### src/logic/clock_fail_monitor_pkg.sv
// constants and types for the fail-safe clock monitor
// Operation
// monitor runs only when the monitor-enable fuse is set, in every external mode
// on failure set osc fail flag bit 7; interrupt when its enable is set
// after failure system clock runs from internal oscillator at the selected frequency
// stay on internal oscillator until clock recovers and fail-safe is exited
// entering fail-safe clears external-active status bit 3 and clears the watchdog
// fail-safe leaves clock select bit 0 alone; enable leaves low osc stable alone
// sample clock is internal oscillator divided by 64
// latch clears on sample rise, sets on primary clock fall
// failure when sample clock falls while latch still clear
// monitor enable forces two-speed start-up on
// primary clock near 488 Hz or slower counts as failed
// fail-safe clears on reset, sleep, or write changing clock select
// fail flag cannot clear while fail-safe active; software clears condition first
// external clock and RC modes monitor right after reset or sleep
// crystal modes suspend detection and run internally until start-up timer expires
// after start-up the low internal oscillator again sources the monitor
// external-active status set on external source, clear on internal oscillator
// software should read external-active status after a delay to confirm switchover
// start-up timer counts 1024 external clock cycles
// any reset loads frequency select with 110, selecting 4 MHz
// failure indication is synchronised before it touches status or clock select
package clock_fail_monitor_pkg;
   localparam logic [15:0] OSC_CONTROL_ADDR = 16'h008F;
   localparam logic [15:0] OSC_TUNING_ADDR = 16'h0090;
   localparam logic [15:0] CONFIG_WORD_ADDR = 16'h2007;
   localparam logic [15:0] PERIPH_FLAG_TWO_ADDR = 16'h000D;
   localparam logic [15:0] PERIPH_INT_EN_TWO_ADDR = 16'h008D;
   localparam int FAIL_BIT = 7;
   localparam int FREQ_LSB = 4;
   localparam int STATUS_BIT = 3;
   localparam int HIGH_STABLE_BIT = 2;
   localparam int LOW_STABLE_BIT = 1;
   localparam int SELECT_BIT = 0;
   localparam logic [2:0] FREQ_RESET = 3'h6;
   localparam logic [4:0] TUNE_RESET = 5'h00;
   localparam int SAMPLE_DIV = 64;
   localparam logic [5:0] HALF_SAMPLE = 6'(SAMPLE_DIV / 2 - 1);
   localparam int STARTUP_COUNT = 1024;
   localparam logic [10:0] STARTUP_LAST = 11'(STARTUP_COUNT);
   // oscillator mode codes of the configuration field
   localparam logic [2:0] MODE_LOW_POWER = 3'h0;
   localparam logic [2:0] MODE_CRYSTAL = 3'h1;
   localparam logic [2:0] MODE_HIGH_SPEED = 3'h2;
   localparam logic [2:0] MODE_EXTERNAL = 3'h3;
   typedef enum logic [1:0] {ST_STARTUP, ST_EXTERNAL, ST_FAILSAFE, ST_SLEEP} clk_state_t;
endpackage

### src/logic/clock_fail_monitor.sv
// fail-safe clock monitor with its oscillator control registers
`timescale 1ns/1ns
module clock_fail_monitor
   import clock_fail_monitor_pkg::*;
(
   input wire logic SYS_CLK,
   input wire logic RST_N,
   input wire logic PRIMARY_CLK,
   input wire logic [2:0] OSC_MODE_CONFIG,
   input wire logic MONITOR_ENABLE_FUSE,
   input wire logic TWO_SPEED_FUSE,
   input wire logic SLEEP_EXEC,
   input wire logic WAKE_UP,
   input wire logic [15:0] ADDR,
   input wire logic [7:0] WDATA,
   input wire logic WR,
   input wire logic RD,
   output logic [7:0] RDATA,
   output logic OSC_FAIL_IRQ,
   output logic USE_EXTERNAL_CLK,
   output logic [2:0] INT_OSC_FREQ,
   output logic WATCHDOG_CLEAR,
   output logic TWO_SPEED_ENABLE
);
   typedef struct packed {
      logic [5:0] div;
      logic sample;
      logic prim_d;
      logic latch;
      logic fail_raw;
      logic fail_s1;
      logic fail_s2;
      logic [10:0] osc_startup_timer;
      clk_state_t state;
      logic fail_flag;
      logic fail_ie;
      logic [2:0] freq;
      logic sel;
      logic [4:0] tune;
      logic [7:0] rdata;
      logic irq;
      logic ext;
      logic wdt_clr;
      logic two_speed;
   } state_t;
   state_t cur, nxt;
   logic crystal;
   assign crystal = (OSC_MODE_CONFIG == MODE_LOW_POWER) || (OSC_MODE_CONFIG == MODE_CRYSTAL)
                    || (OSC_MODE_CONFIG == MODE_HIGH_SPEED);
   // next state of the whole block
   always_comb begin
      nxt = cur;
      nxt.wdt_clr = 1'b0;
      // sample clock by 64 from the internal clock
      nxt.div = cur.div + 6'h01;
      if (cur.div == HALF_SAMPLE) begin
         nxt.sample = 1'b1;
      end
      if (cur.div == 6'h3F) begin
         nxt.sample = 1'b0;
      end
      nxt.prim_d = PRIMARY_CLK;
      nxt.fail_raw = 1'b0;
      // latch: set on primary fall, cleared on sample rise
      if (cur.prim_d && !PRIMARY_CLK) begin
         nxt.latch = 1'b1;
      end else if (!cur.sample && nxt.sample) begin
         nxt.latch = 1'b0;
      end
      // failure on sample fall with latch clear; slow clocks miss
      if (cur.sample && !nxt.sample && !cur.latch) begin
         nxt.fail_raw = 1'b1;
      end
      nxt.fail_s1 = cur.fail_raw;
      nxt.fail_s2 = cur.fail_s1;
      // start-up timer counts primary falls
      if (cur.state == ST_STARTUP && cur.prim_d && !PRIMARY_CLK) begin
         nxt.osc_startup_timer = cur.osc_startup_timer + 11'h001;
      end
      unique case (cur.state)
         ST_STARTUP: begin
            if (!crystal || cur.osc_startup_timer == STARTUP_LAST) begin
               nxt.state = ST_EXTERNAL;
            end
         end
         ST_EXTERNAL: begin
            if (MONITOR_ENABLE_FUSE && cur.fail_s2 && !cur.sel) begin
               nxt.state = ST_FAILSAFE;
               nxt.fail_flag = 1'b1;
               nxt.wdt_clr = 1'b1;
            end
         end
         ST_FAILSAFE: begin
            nxt.state = ST_FAILSAFE;
         end
         ST_SLEEP: begin
            if (WAKE_UP) begin
               nxt.state = ST_STARTUP;
               nxt.osc_startup_timer = '0;
            end
         end
      endcase
      // register writes
      if (WR) begin
         unique case (ADDR)
            OSC_CONTROL_ADDR: begin
               nxt.freq = WDATA[FREQ_LSB +: 3];
               nxt.sel = WDATA[SELECT_BIT];
               if (WDATA[SELECT_BIT] != cur.sel && cur.state == ST_FAILSAFE) begin
                  nxt.state = ST_STARTUP;
                  nxt.osc_startup_timer = '0;
               end
            end
            OSC_TUNING_ADDR: nxt.tune = WDATA[4:0];
            PERIPH_FLAG_TWO_ADDR: begin
               // clear refused while in fail-safe; a new failure wins
               if (cur.state != ST_FAILSAFE && nxt.state != ST_FAILSAFE) begin
                  nxt.fail_flag = WDATA[FAIL_BIT];
               end
            end
            PERIPH_INT_EN_TWO_ADDR: nxt.fail_ie = WDATA[FAIL_BIT];
            default: ;
         endcase
      end
      if (SLEEP_EXEC) begin
         nxt.state = ST_SLEEP;
         nxt.osc_startup_timer = '0;
      end
      // register reads, data one cycle later
      nxt.rdata = 8'h00;
      if (RD) begin
         unique case (ADDR)
            OSC_CONTROL_ADDR: begin
               nxt.rdata[FREQ_LSB +: 3] = cur.freq;
               nxt.rdata[STATUS_BIT] = cur.ext;
               nxt.rdata[HIGH_STABLE_BIT] = 1'b1;
               nxt.rdata[LOW_STABLE_BIT] = 1'b1;
               nxt.rdata[SELECT_BIT] = cur.sel;
            end
            OSC_TUNING_ADDR: nxt.rdata[4:0] = cur.tune;
            CONFIG_WORD_ADDR: nxt.rdata[2:0] = OSC_MODE_CONFIG;
            PERIPH_FLAG_TWO_ADDR: nxt.rdata[FAIL_BIT] = cur.fail_flag;
            PERIPH_INT_EN_TWO_ADDR: nxt.rdata[FAIL_BIT] = cur.fail_ie;
            default: ;
         endcase
      end
      // outputs
      nxt.irq = nxt.fail_flag && nxt.fail_ie;
      nxt.ext = (nxt.state == ST_EXTERNAL) && !nxt.sel;
      nxt.two_speed = TWO_SPEED_FUSE || MONITOR_ENABLE_FUSE;
   end
   // state register
   always_ff @(posedge SYS_CLK or negedge RST_N) begin
      if (!RST_N) begin
         cur <= '0;
         cur.state <= ST_STARTUP;
         cur.freq <= FREQ_RESET;
         cur.tune <= TUNE_RESET;
      end else begin
         cur <= nxt;
      end
   end
   assign RDATA = cur.rdata;
   assign OSC_FAIL_IRQ = cur.irq;
   assign USE_EXTERNAL_CLK = cur.ext;
   assign INT_OSC_FREQ = cur.freq;
   assign WATCHDOG_CLEAR = cur.wdt_clr;
   assign TWO_SPEED_ENABLE = cur.two_speed;

   a_fail_sets_flag: assert property (@(posedge SYS_CLK) disable iff (!RST_N)
      (cur.state == ST_EXTERNAL && cur.fail_s2 && MONITOR_ENABLE_FUSE && !cur.sel
       && !SLEEP_EXEC) |=> cur.fail_flag && cur.state == ST_FAILSAFE)
      else $error("failure did not set flag");
   a_failsafe_internal: assert property (@(posedge SYS_CLK) disable iff (!RST_N)
      cur.state == ST_FAILSAFE |-> !USE_EXTERNAL_CLK)
      else $error("fail-safe still on external clock");
   a_entry_wdt_clear: assert property (@(posedge SYS_CLK) disable iff (!RST_N)
      $rose(cur.state == ST_FAILSAFE) |-> WATCHDOG_CLEAR)
      else $error("watchdog not cleared on entry");
   a_select_kept: assert property (@(posedge SYS_CLK) disable iff (!RST_N)
      (!$past(WR) && $rose(cur.state == ST_FAILSAFE)) |-> $stable(cur.sel))
      else $error("clock select changed by fail-safe");
   a_irq_gate: assert property (@(posedge SYS_CLK) disable iff (!RST_N)
      OSC_FAIL_IRQ |-> cur.fail_flag && cur.fail_ie)
      else $error("interrupt without enable");
   a_flag_hold: assert property (@(posedge SYS_CLK) disable iff (!RST_N)
      (cur.state == ST_FAILSAFE && cur.fail_flag) |=> cur.fail_flag)
      else $error("flag cleared during fail-safe");
   a_sleep_exits: assert property (@(posedge SYS_CLK) disable iff (!RST_N)
      SLEEP_EXEC |=> cur.state == ST_SLEEP)
      else $error("sleep did not clear fail-safe");
   a_two_speed_on: assert property (@(posedge SYS_CLK) disable iff (!RST_N)
      MONITOR_ENABLE_FUSE |=> TWO_SPEED_ENABLE)
      else $error("two-speed not forced");
   a_sync_delay: assert property (@(posedge SYS_CLK) disable iff (!RST_N)
      cur.fail_raw |=> ##1 cur.fail_s2)
      else $error("sync chain broken");
   a_startup_wait: assert property (@(posedge SYS_CLK) disable iff (!RST_N)
      (cur.state == ST_STARTUP && crystal && cur.osc_startup_timer != STARTUP_LAST) |=>
         cur.state != ST_EXTERNAL)
      else $error("left start-up early");
   c_failsafe: cover property (@(posedge SYS_CLK) $rose(cur.state == ST_FAILSAFE));
   c_irq: cover property (@(posedge SYS_CLK) $rose(OSC_FAIL_IRQ));
   c_exit_select: cover property (@(posedge SYS_CLK)
      cur.state == ST_FAILSAFE ##1 cur.state == ST_STARTUP);
   c_startup_done: cover property (@(posedge SYS_CLK) $rose(USE_EXTERNAL_CLK));
endmodule // clock_fail_monitor

### config.mk
export PLATFORM = sky130hd
export DESIGN_NAME = clock_fail_monitor
export DESIGN_NICKNAME = d
export VERILOG_FILES = /design/src/logic/clock_fail_monitor_pkg.sv /design/src/logic/clock_fail_monitor.sv
export SDC_FILE = /design/constraint.sdc
export NUM_CORES = 1
export LEC_CHECK = 0
export ABC_CLOCK_PERIOD_IN_PS = 2600
export BUFFER_PORTS_ARGS = -buffer_cell sky130_fd_sc_hd__buf_4
export CORE_AREA = 2 2 91 93
export DETAILED_ROUTE_END_ITERATION = 16
export DIE_AREA = 0 0 93 95
export HOLD_SLACK_MARGIN = 0.06
export RECOVER_POWER = 25
export SYNTH_ARGS = -nofsm -noshare
export SYNTH_HDL_FRONTEND = slang
export SYNTH_SLANG_ARGS = --single-unit
### constraint.sdc
create_clock -name SYS_CLK -period 2.6 [get_ports SYS_CLK]
set_clock_uncertainty 0.1 [all_clocks]
set_input_delay 0.26 -clock SYS_CLK [delete_from_list [all_inputs] [get_ports SYS_CLK]]
set_output_delay 0.26 -clock SYS_CLK [all_outputs]
set_load 0.01 [all_outputs]
==> results of run 1 <==
## layout make-up
type                    instances  area, um2
clock buffers                   6       82.6
clock inverters                 2       15.0
fillers                       810       5060
inverters                       8       30.0
multi-input cells             132        968
flip-flops and latches         48       1200
well taps                     105        131
repair buffers                 57        432
## cells in the final DEF, fill, tap and decap left out, drive strengths merged, types with 3 or more instances in the layout
cell type     n
ha            3
nor3          4
nand2        14
xnor2         8
dlygate4sd3   4
xor2          6
nand3         8
and3          4
nand4         7
o21ai         4
nor2b         8
nor4b         5
a21oi         4
dfrtp        46
buf          51
nor2         15
and2          3
clkbuf        8
nor4          3
inv           8
mux2         11
## final timing paths
| kind | from | to | slack [ps] | cells after the start |
|---|---|---|---|---|
| worst min-delay path | SLEEP_EXEC | cur[24] | 80 | 3 |
| worst max-delay path | PRIMARY_CLK | cur[32] | 600 | 7 |
| worst min register to register | cur[38] | cur[37] | 260 | 0 |
| min in group asynchronous | RST_N | RDATA[7] | 620 | 2 |
| max in group asynchronous | RST_N | cur[45] | 1040 | 2 |
| worst max register to register | cur[23] | cur[32] | 670 | 5 |
## registers in the layout, summed over array words and instances (netlist names)
register	count
RDATA	8
WATCHDOG_CLEAR	1
USE_EXTERNAL_CLK	1
cur	33
TWO_SPEED_ENABLE	1
OSC_FAIL_IRQ	1
INT_OSC_FREQ	3
## cells by family after synthesis
logic type / Yosys count
fa+ha+maj: 3
flops: 48
compound gates: 19
mux: 11
xor+xnor: 14
buf+inv: 22
simple gates: 85
## power groups by stage
stage	Clock (mW)	Combinational [mW]	Sequential, mW
final	0.470	0.111	0.760
after global routing	0.533	0.124	0.762
after CTS	0.492	0.115	0.760
after detailed placement	0	0.109	0.775
after global placement	0	0.108	0.775
after floorplan	0	0.0347	0.770
## worst max-delay path, stage by stage
cell	delay, ps
dlygate4sd3_1	530
clkbuf_1	140
or4b_1	550
nor3_2	300
nand3_1	130
xor2_1	140
nor2_1	50
## repair_timing
item,CTS,global route
setup buffers,0,0
hold buffers,4,0
setup endpoints to repair,0,0
hold endpoints to repair,49,0
## layer usage
layer | GRT usage (%) | vias to the layer above | wire, um | share of wire [%]
met3 | 3.91 | 4 | 371 | 8.2
li1 | - | 799 | - | -
met4 | 3.92 | 0 | 43 | 0.95
met5 | 0 | - | 0 | 0
met2 | 17.3 | 55 | 2100 | 46
met1 | 13.0 | 780 | 2000 | 44
## per-stage QoR
step,hold slack (ps),instances,setup WS (ps)
6_report,84.0,358,603
5_1_grt,61.1,358,489
3_3_place_gp,215,346,476
2_1_floorplan,-136,202,693
4_1_cts,77.5,358,596
3_5_place_dp,217,346,466
==> results.cfg, run 1 <==
[pwr]
power_per_standard_cell_area_nw_per_um2 = 469
power_switching_share_pct = 23.6
p_switching_uw = 317
total_power_mw = 1.34
power_report.internal_total_mw = 1.02
power.leakage_nw = 1.33
vdd_drop_max_mv = 0.185
clock_power_share_pct = 35.1
pwr-share-seq_pct = 56.7
share_comb_of_total_power_pct = 8.3

[synthesis]
synth_fa_ha_area_share_pct = 1.63
asyncSetResetFlopFracSynth_pct = 100
nets_in_the_synthesized_netlist = 241
synth-edff-count = 0
synth_top_cells_by_area = dfrtp_1 50%, mux2_4 3.9%, buf_4 3.6%
complex_gate_fraction_of_the_synthesized_area_pct = 5.66
synth_largest_area_cell = dfrtp_1
synth_mux_area_share_pct = 6.37
synthesized_area_fraction_occupied_by_xor_and_xnor_cells_pct = 5.34
yosys_most_used_dff = dfrtp_1
synth.lib_cells_used.distinct = 47
yosys-top-cells-count = 46 x dfrtp_1, 15 x nor2_1, 13 x nand2_1, 11 x buf_4
yosysMostFrequentCell = dfrtp_1
synth.avg_cell_area_um2 = 11.4
yosys_synthesis_warning_count = 0
post_synth_instance_area_um2 = 2300
yosysSeqAreaShare_pct = 52.4
synthCells = 202
synth_top_family_by_area = simple AND/OR/NAND/NOR gates
post_synth_and_or_nand_nor_area_fraction_pct = 23.1
yosysTopAreaCellShare_pct = 50.1
ys_seq_elements = 48

[cells_and_area]
final_net_count = 291
post_route_cells_drive_above_1_share_pct = 32.4
layout-area-overhead-vs-synth_pct = 24.6
finalCoreUtilization_pct = 36.1
n_antenna_cell = 0
non_filler_cell_area_final_um2 = 2860

[place]
post_dp_cell_area_um2 = 2730
gp_routability_congestion = 0.838
number_of_input_and_output_port_buffers_inserted = 50
detailed_place_hpwl_um = 3310

[die]
die_h_um = 95
die_w_um = 93
floorplan.rows = 33
core_um2 = 7930
initial_utilization_pct = 29.0
io_pins = 51
fp.dieArea_um2 = 8840

[detailed_routing]
route.detailed.wl_per_inst_um = 12.6
viasPerCell = 4.58
drc = 0
detail_route.wirelength_um = 4520
drt_first_pass_iters = 4
drt_first_iter_violations = 74
drtAntennaViolNets = 0
vias = 1638

[cts]
h_tree_lvls = 2
clock_insertion_delay_at_the_later_pin_of_the_skew_report_ps = 310
cts_root_buf = clkbuf_8
cts_resized = 0
cts_num_sinks = 48
cts-root-to-sink-buffers = 2
cts_inserted_buffers = 5
clock_tree_from_tritoncts = yes
clkTransAtPathRegs_ps = 90

[critical_path]
critical_path_required_ps = 2710
maximum_fanout_along_the_worst_path = 4
critical_path_arrival_ps = 2100
crit_path_start_kind = input port
timing.critical_path.to_type = register
criticalPathCategory = input port to register

[global_routing]
groute.usage.overall_pct = 10.6
grt_max_degree = 49
antenna_found_initial = 0
first_global_vias = 1540
grt_overflow = 0
grt_first_pass_wirelength_um = 7190

[sta]
finalMaxSlewViolations = 0
min_period_over_period_pct = 76.8
final-hold-violation-count = 0
timing.final.setup_violations = 0
max_slew_headroom_at_the_worst_pin_pct = 20.4
total_negative_slack_for_setup_checks_ps = 0
period_minus_slack_ps = 2000
rsz0062_at_grt = false
f_max_mhz = 501
measured_slew_at_the_worst_slew_check_pin_ps = 1190

[job]
drv.max_cap_violation_count = 0

[worst_hold_path]
timing.hold.worst.class = input port to register

[run_status]
run_status = complete, no violations
(Power assumes the default switching activity.)
==> run 2: changes to the inputs <==
--- a/config.mk
+++ b/config.mk
@@ -5,11 +5,12 @@
 export SDC_FILE = /design/constraint.sdc
 export NUM_CORES = 1
 export LEC_CHECK = 0
-export ABC_CLOCK_PERIOD_IN_PS = 2600
+export ABC_AREA = 1
+export ABC_CLOCK_PERIOD_IN_PS = 1700
 export BUFFER_PORTS_ARGS = -buffer_cell sky130_fd_sc_hd__buf_4
-export CORE_AREA = 2 2 91 93
+export CORE_AREA = 2 2 93 95
 export DETAILED_ROUTE_END_ITERATION = 16
-export DIE_AREA = 0 0 93 95
+export DIE_AREA = 0 0 95 97
 export HOLD_SLACK_MARGIN = 0.06
 export RECOVER_POWER = 25
 export SYNTH_ARGS = -nofsm -noshare
==> constraint.sdc (replaced) <==
create_clock -name SYS_CLK -period 1.7 [get_ports SYS_CLK]
set_clock_uncertainty 0.1 [all_clocks]
set_input_delay 0.17 -clock SYS_CLK [delete_from_list [all_inputs] [get_ports SYS_CLK]]
set_output_delay 0.17 -clock SYS_CLK [all_outputs]
set_load 0.01 [all_outputs]
==> run 2 against run 1 <==
Compared with the run above: first-iteration DRC count up 1.4%; sequential share of layout area down 3.9 points; die area up 4.3%; register-to-register slack worse by 530 ps; total power up 63%; via count up 21%; count of clock-buffer cells in the layout unchanged; critical endpoint is now TWO_SPEED_ENABLE; largest cell class unchanged.
==> results.cfg, run 2 <==
[critical_path]
crit_path_start_kind = input port
timing.critical_path.to_type = register
critical_path_required_ps = 1780
critical_path_arrival_ps = 1650
maximum_fanout_along_the_worst_path = 1
cp_common_cell = dlygate4sd3_1
slowest_stage = dlygate4sd3_1
criticalPathCategory = input port to register
crit_path_max_incr_delay_ps = 560
critical_path.cell_chain = dlygate4sd3_1 > buf_4 > or2_2 > dlygate4sd3_1

[global_routing]
grt_overflow = 0
grt_first_pass_wirelength_um = 8710
first_global_vias = 1971
groute.usage.overall_pct = 11.8
antenna_found_initial = 0
grt_max_degree = 49

[sta]
measured_slew_at_the_worst_slew_check_pin_ps = 1050
period_minus_slack_ps = 1570
timing.final.setup_violations = 0
total_negative_slack_for_setup_checks_ps = 0
min_period_over_period_pct = 92.1
finalMaxSlewViolations = 0
rsz0062_at_grt = false
final-hold-violation-count = 0
max_slew_headroom_at_the_worst_pin_pct = 29.8
f_max_mhz = 639

[synthesis]
yosys-top-cells-count = 48 x nand2_1, 46 x dfrtp_1, 45 x inv_1, 42 x nor2_1, 18 x nand3_1
post_synth_instance_area_um2 = 2410
asyncSetResetFlopFracSynth_pct = 100
synth.lib_cells_used.distinct = 28
yosysTopAreaCellShare_pct = 47.7
yosys_synthesis_warning_count = 0
nets_in_the_synthesized_netlist = 327
ys_seq_elements = 48
synthCells = 288
synth.avg_cell_area_um2 = 8.38
yosysSeqAreaShare_pct = 49.8
synth-edff-count = 0
synth_largest_area_cell = dfrtp_1
synth_top_cells_by_area = dfrtp_1 48%, nand2_1 7.5%, inv_1 7.0%
yosysMostFrequentCell = nand2_1
yosys_most_used_dff = dfrtp_1

[place]
number_of_input_and_output_port_buffers_inserted = 50
gp_routability_congestion = 0.810
detailed_place_hpwl_um = 3850

[cells_and_area]
largest_register_ffs = 33
layout-area-overhead-vs-synth_pct = 30.6
most-common-layout-cells = 55 x buf_4, 47 x nand2_1, 46 x dfrtp_1, 43 x inv_1, 43 x nor2_1
finalCoreUtilization_pct = 38.8
max_flop_register = cur
final_common_cell = buf_4
n_antenna_cell = 0
post_route_cells_drive_above_1_share_pct = 24.6
final_net_count = 392

[detailed_routing]
detail_route.wirelength_um = 5120
drc = 0
route.detailed.wl_per_inst_um = 11.2
drt_first_pass_iters = 4
drt_first_iter_violations = 75
viasPerCell = 4.33
vias = 1988
drtAntennaViolNets = 0

[run_status]
run_status = complete, no violations

[pwr]
power_per_standard_cell_area_nw_per_um2 = 693
vdd_drop_max_mv = 0.393
power.leakage_nw = 1.58

[die]
core_um2 = 8130
io_pins = 51
fp.dieArea_um2 = 9220
die_w_um = 95
floorplan.rows = 33
die_h_um = 97
initial_utilization_pct = 29.7

[cts]
clock_tree_from_tritoncts = yes
clock_insertion_delay_at_the_later_pin_of_the_skew_report_ps = 300
cts_inserted_buffers = 5
clkTransAtPathRegs_ps = 80
h_tree_lvls = 2
cts-root-to-sink-buffers = 2
cts_num_sinks = 48
cts_root_buf = clkbuf_8

[job]
drv.max_cap_violation_count = 0

[worst_hold_path]
timing.hold.worst.class = input port to register
[run 2: area by class of cell]
class	count	area [um2]
fillers	824	4980
well taps	105	131
multi-input cells	182	980
flip-flops and latches	48	1200
inverters	46	173
repair buffers	70	558
clock buffers	6	72.6
clock inverters	2	35.0
[run 2: path summary, 6_finish.rpt]
check                          startpoint                to  slack, ps  cells past startpoint
min in group asynchronous           RST_N           cur[14]        500                      2
max reg2reg                       cur[24]           cur[32]        140                      6
max in group asynchronous           RST_N      OSC_FAIL_IRQ        360                      2
min reg2reg                       cur[37]           cur[36]        260                      0
min                              WDATA[7]           cur[21]         70                      3
max                        TWO_SPEED_FUSE  TWO_SPEED_ENABLE        130                      4
[run 2: cells by family after synthesis]
| logic type | Yosys count | synth area share (%) |
|---|---|---|
| AOI/OAI and AO/OA | 28 | 6.27 |
| buffers and inverters | 58 | 10.9 |
| and+or+nand+nor | 140 | 27.5 |
| xor gates and xnor gates | 11 | 3.99 |
| adders and majority gates | 3 | 1.55 |
| DFF | 48 | 49.8 |
[run 2: repair_timing]
| action | in CTS | in global routing |
|---|---|---|
| gates resized for setup | 0 | 11 |
| hold buffers | 13 | 1 |
| endpoints found under the hold margin | 61 | 1 |
| setup buffers | 0 | 4 |
| endpoints found under the setup margin | 0 | 5 |
[run 2: power by group]
part | internal [mW] | switching [mW] | leakage, nW
combinational | 0.104 | 0.110 | 0.934
sequential | 1.15 | 0.0107 | 0.594
clock | 0.437 | 0.374 | 0.0552
total | 1.69 | 0.494 | 1.58
[run 2: layer usage]
metal	GRT usage (%)	part of all wire (%)
met1	16.1	47
met2	18.6	47
met3	2.65	5.1
met4	3.34	1.1
met5	0	0
[run 2: per-stage QoR]
stage | setup WS (ps) | hold slack, ps | power [mW] | std cells | cell area [um2]
5_1_grt | 9.97 | 81.1 | 2.29 | 459 | 3150
2_1_floorplan | 282 | -226 | 1.25 | 288 | 2410
4_1_cts | 12.6 | 60.6 | 2.21 | 455 | 3090
3_5_place_dp | 160 | 129 | 1.37 | 434 | 2850
3_3_place_gp | 197 | 121 | 1.36 | 434 | 2850
6_report | 134 | 66.0 | 2.18 | 459 | 3150
[run 2: worst max-delay path, delay by kind of cell]
| kind | cells | cell delay [ps] |
|---|---|---|
| buffers and inverters | 3 | 1230 |
| AND/OR/NAND/NOR | 1 | 250 |
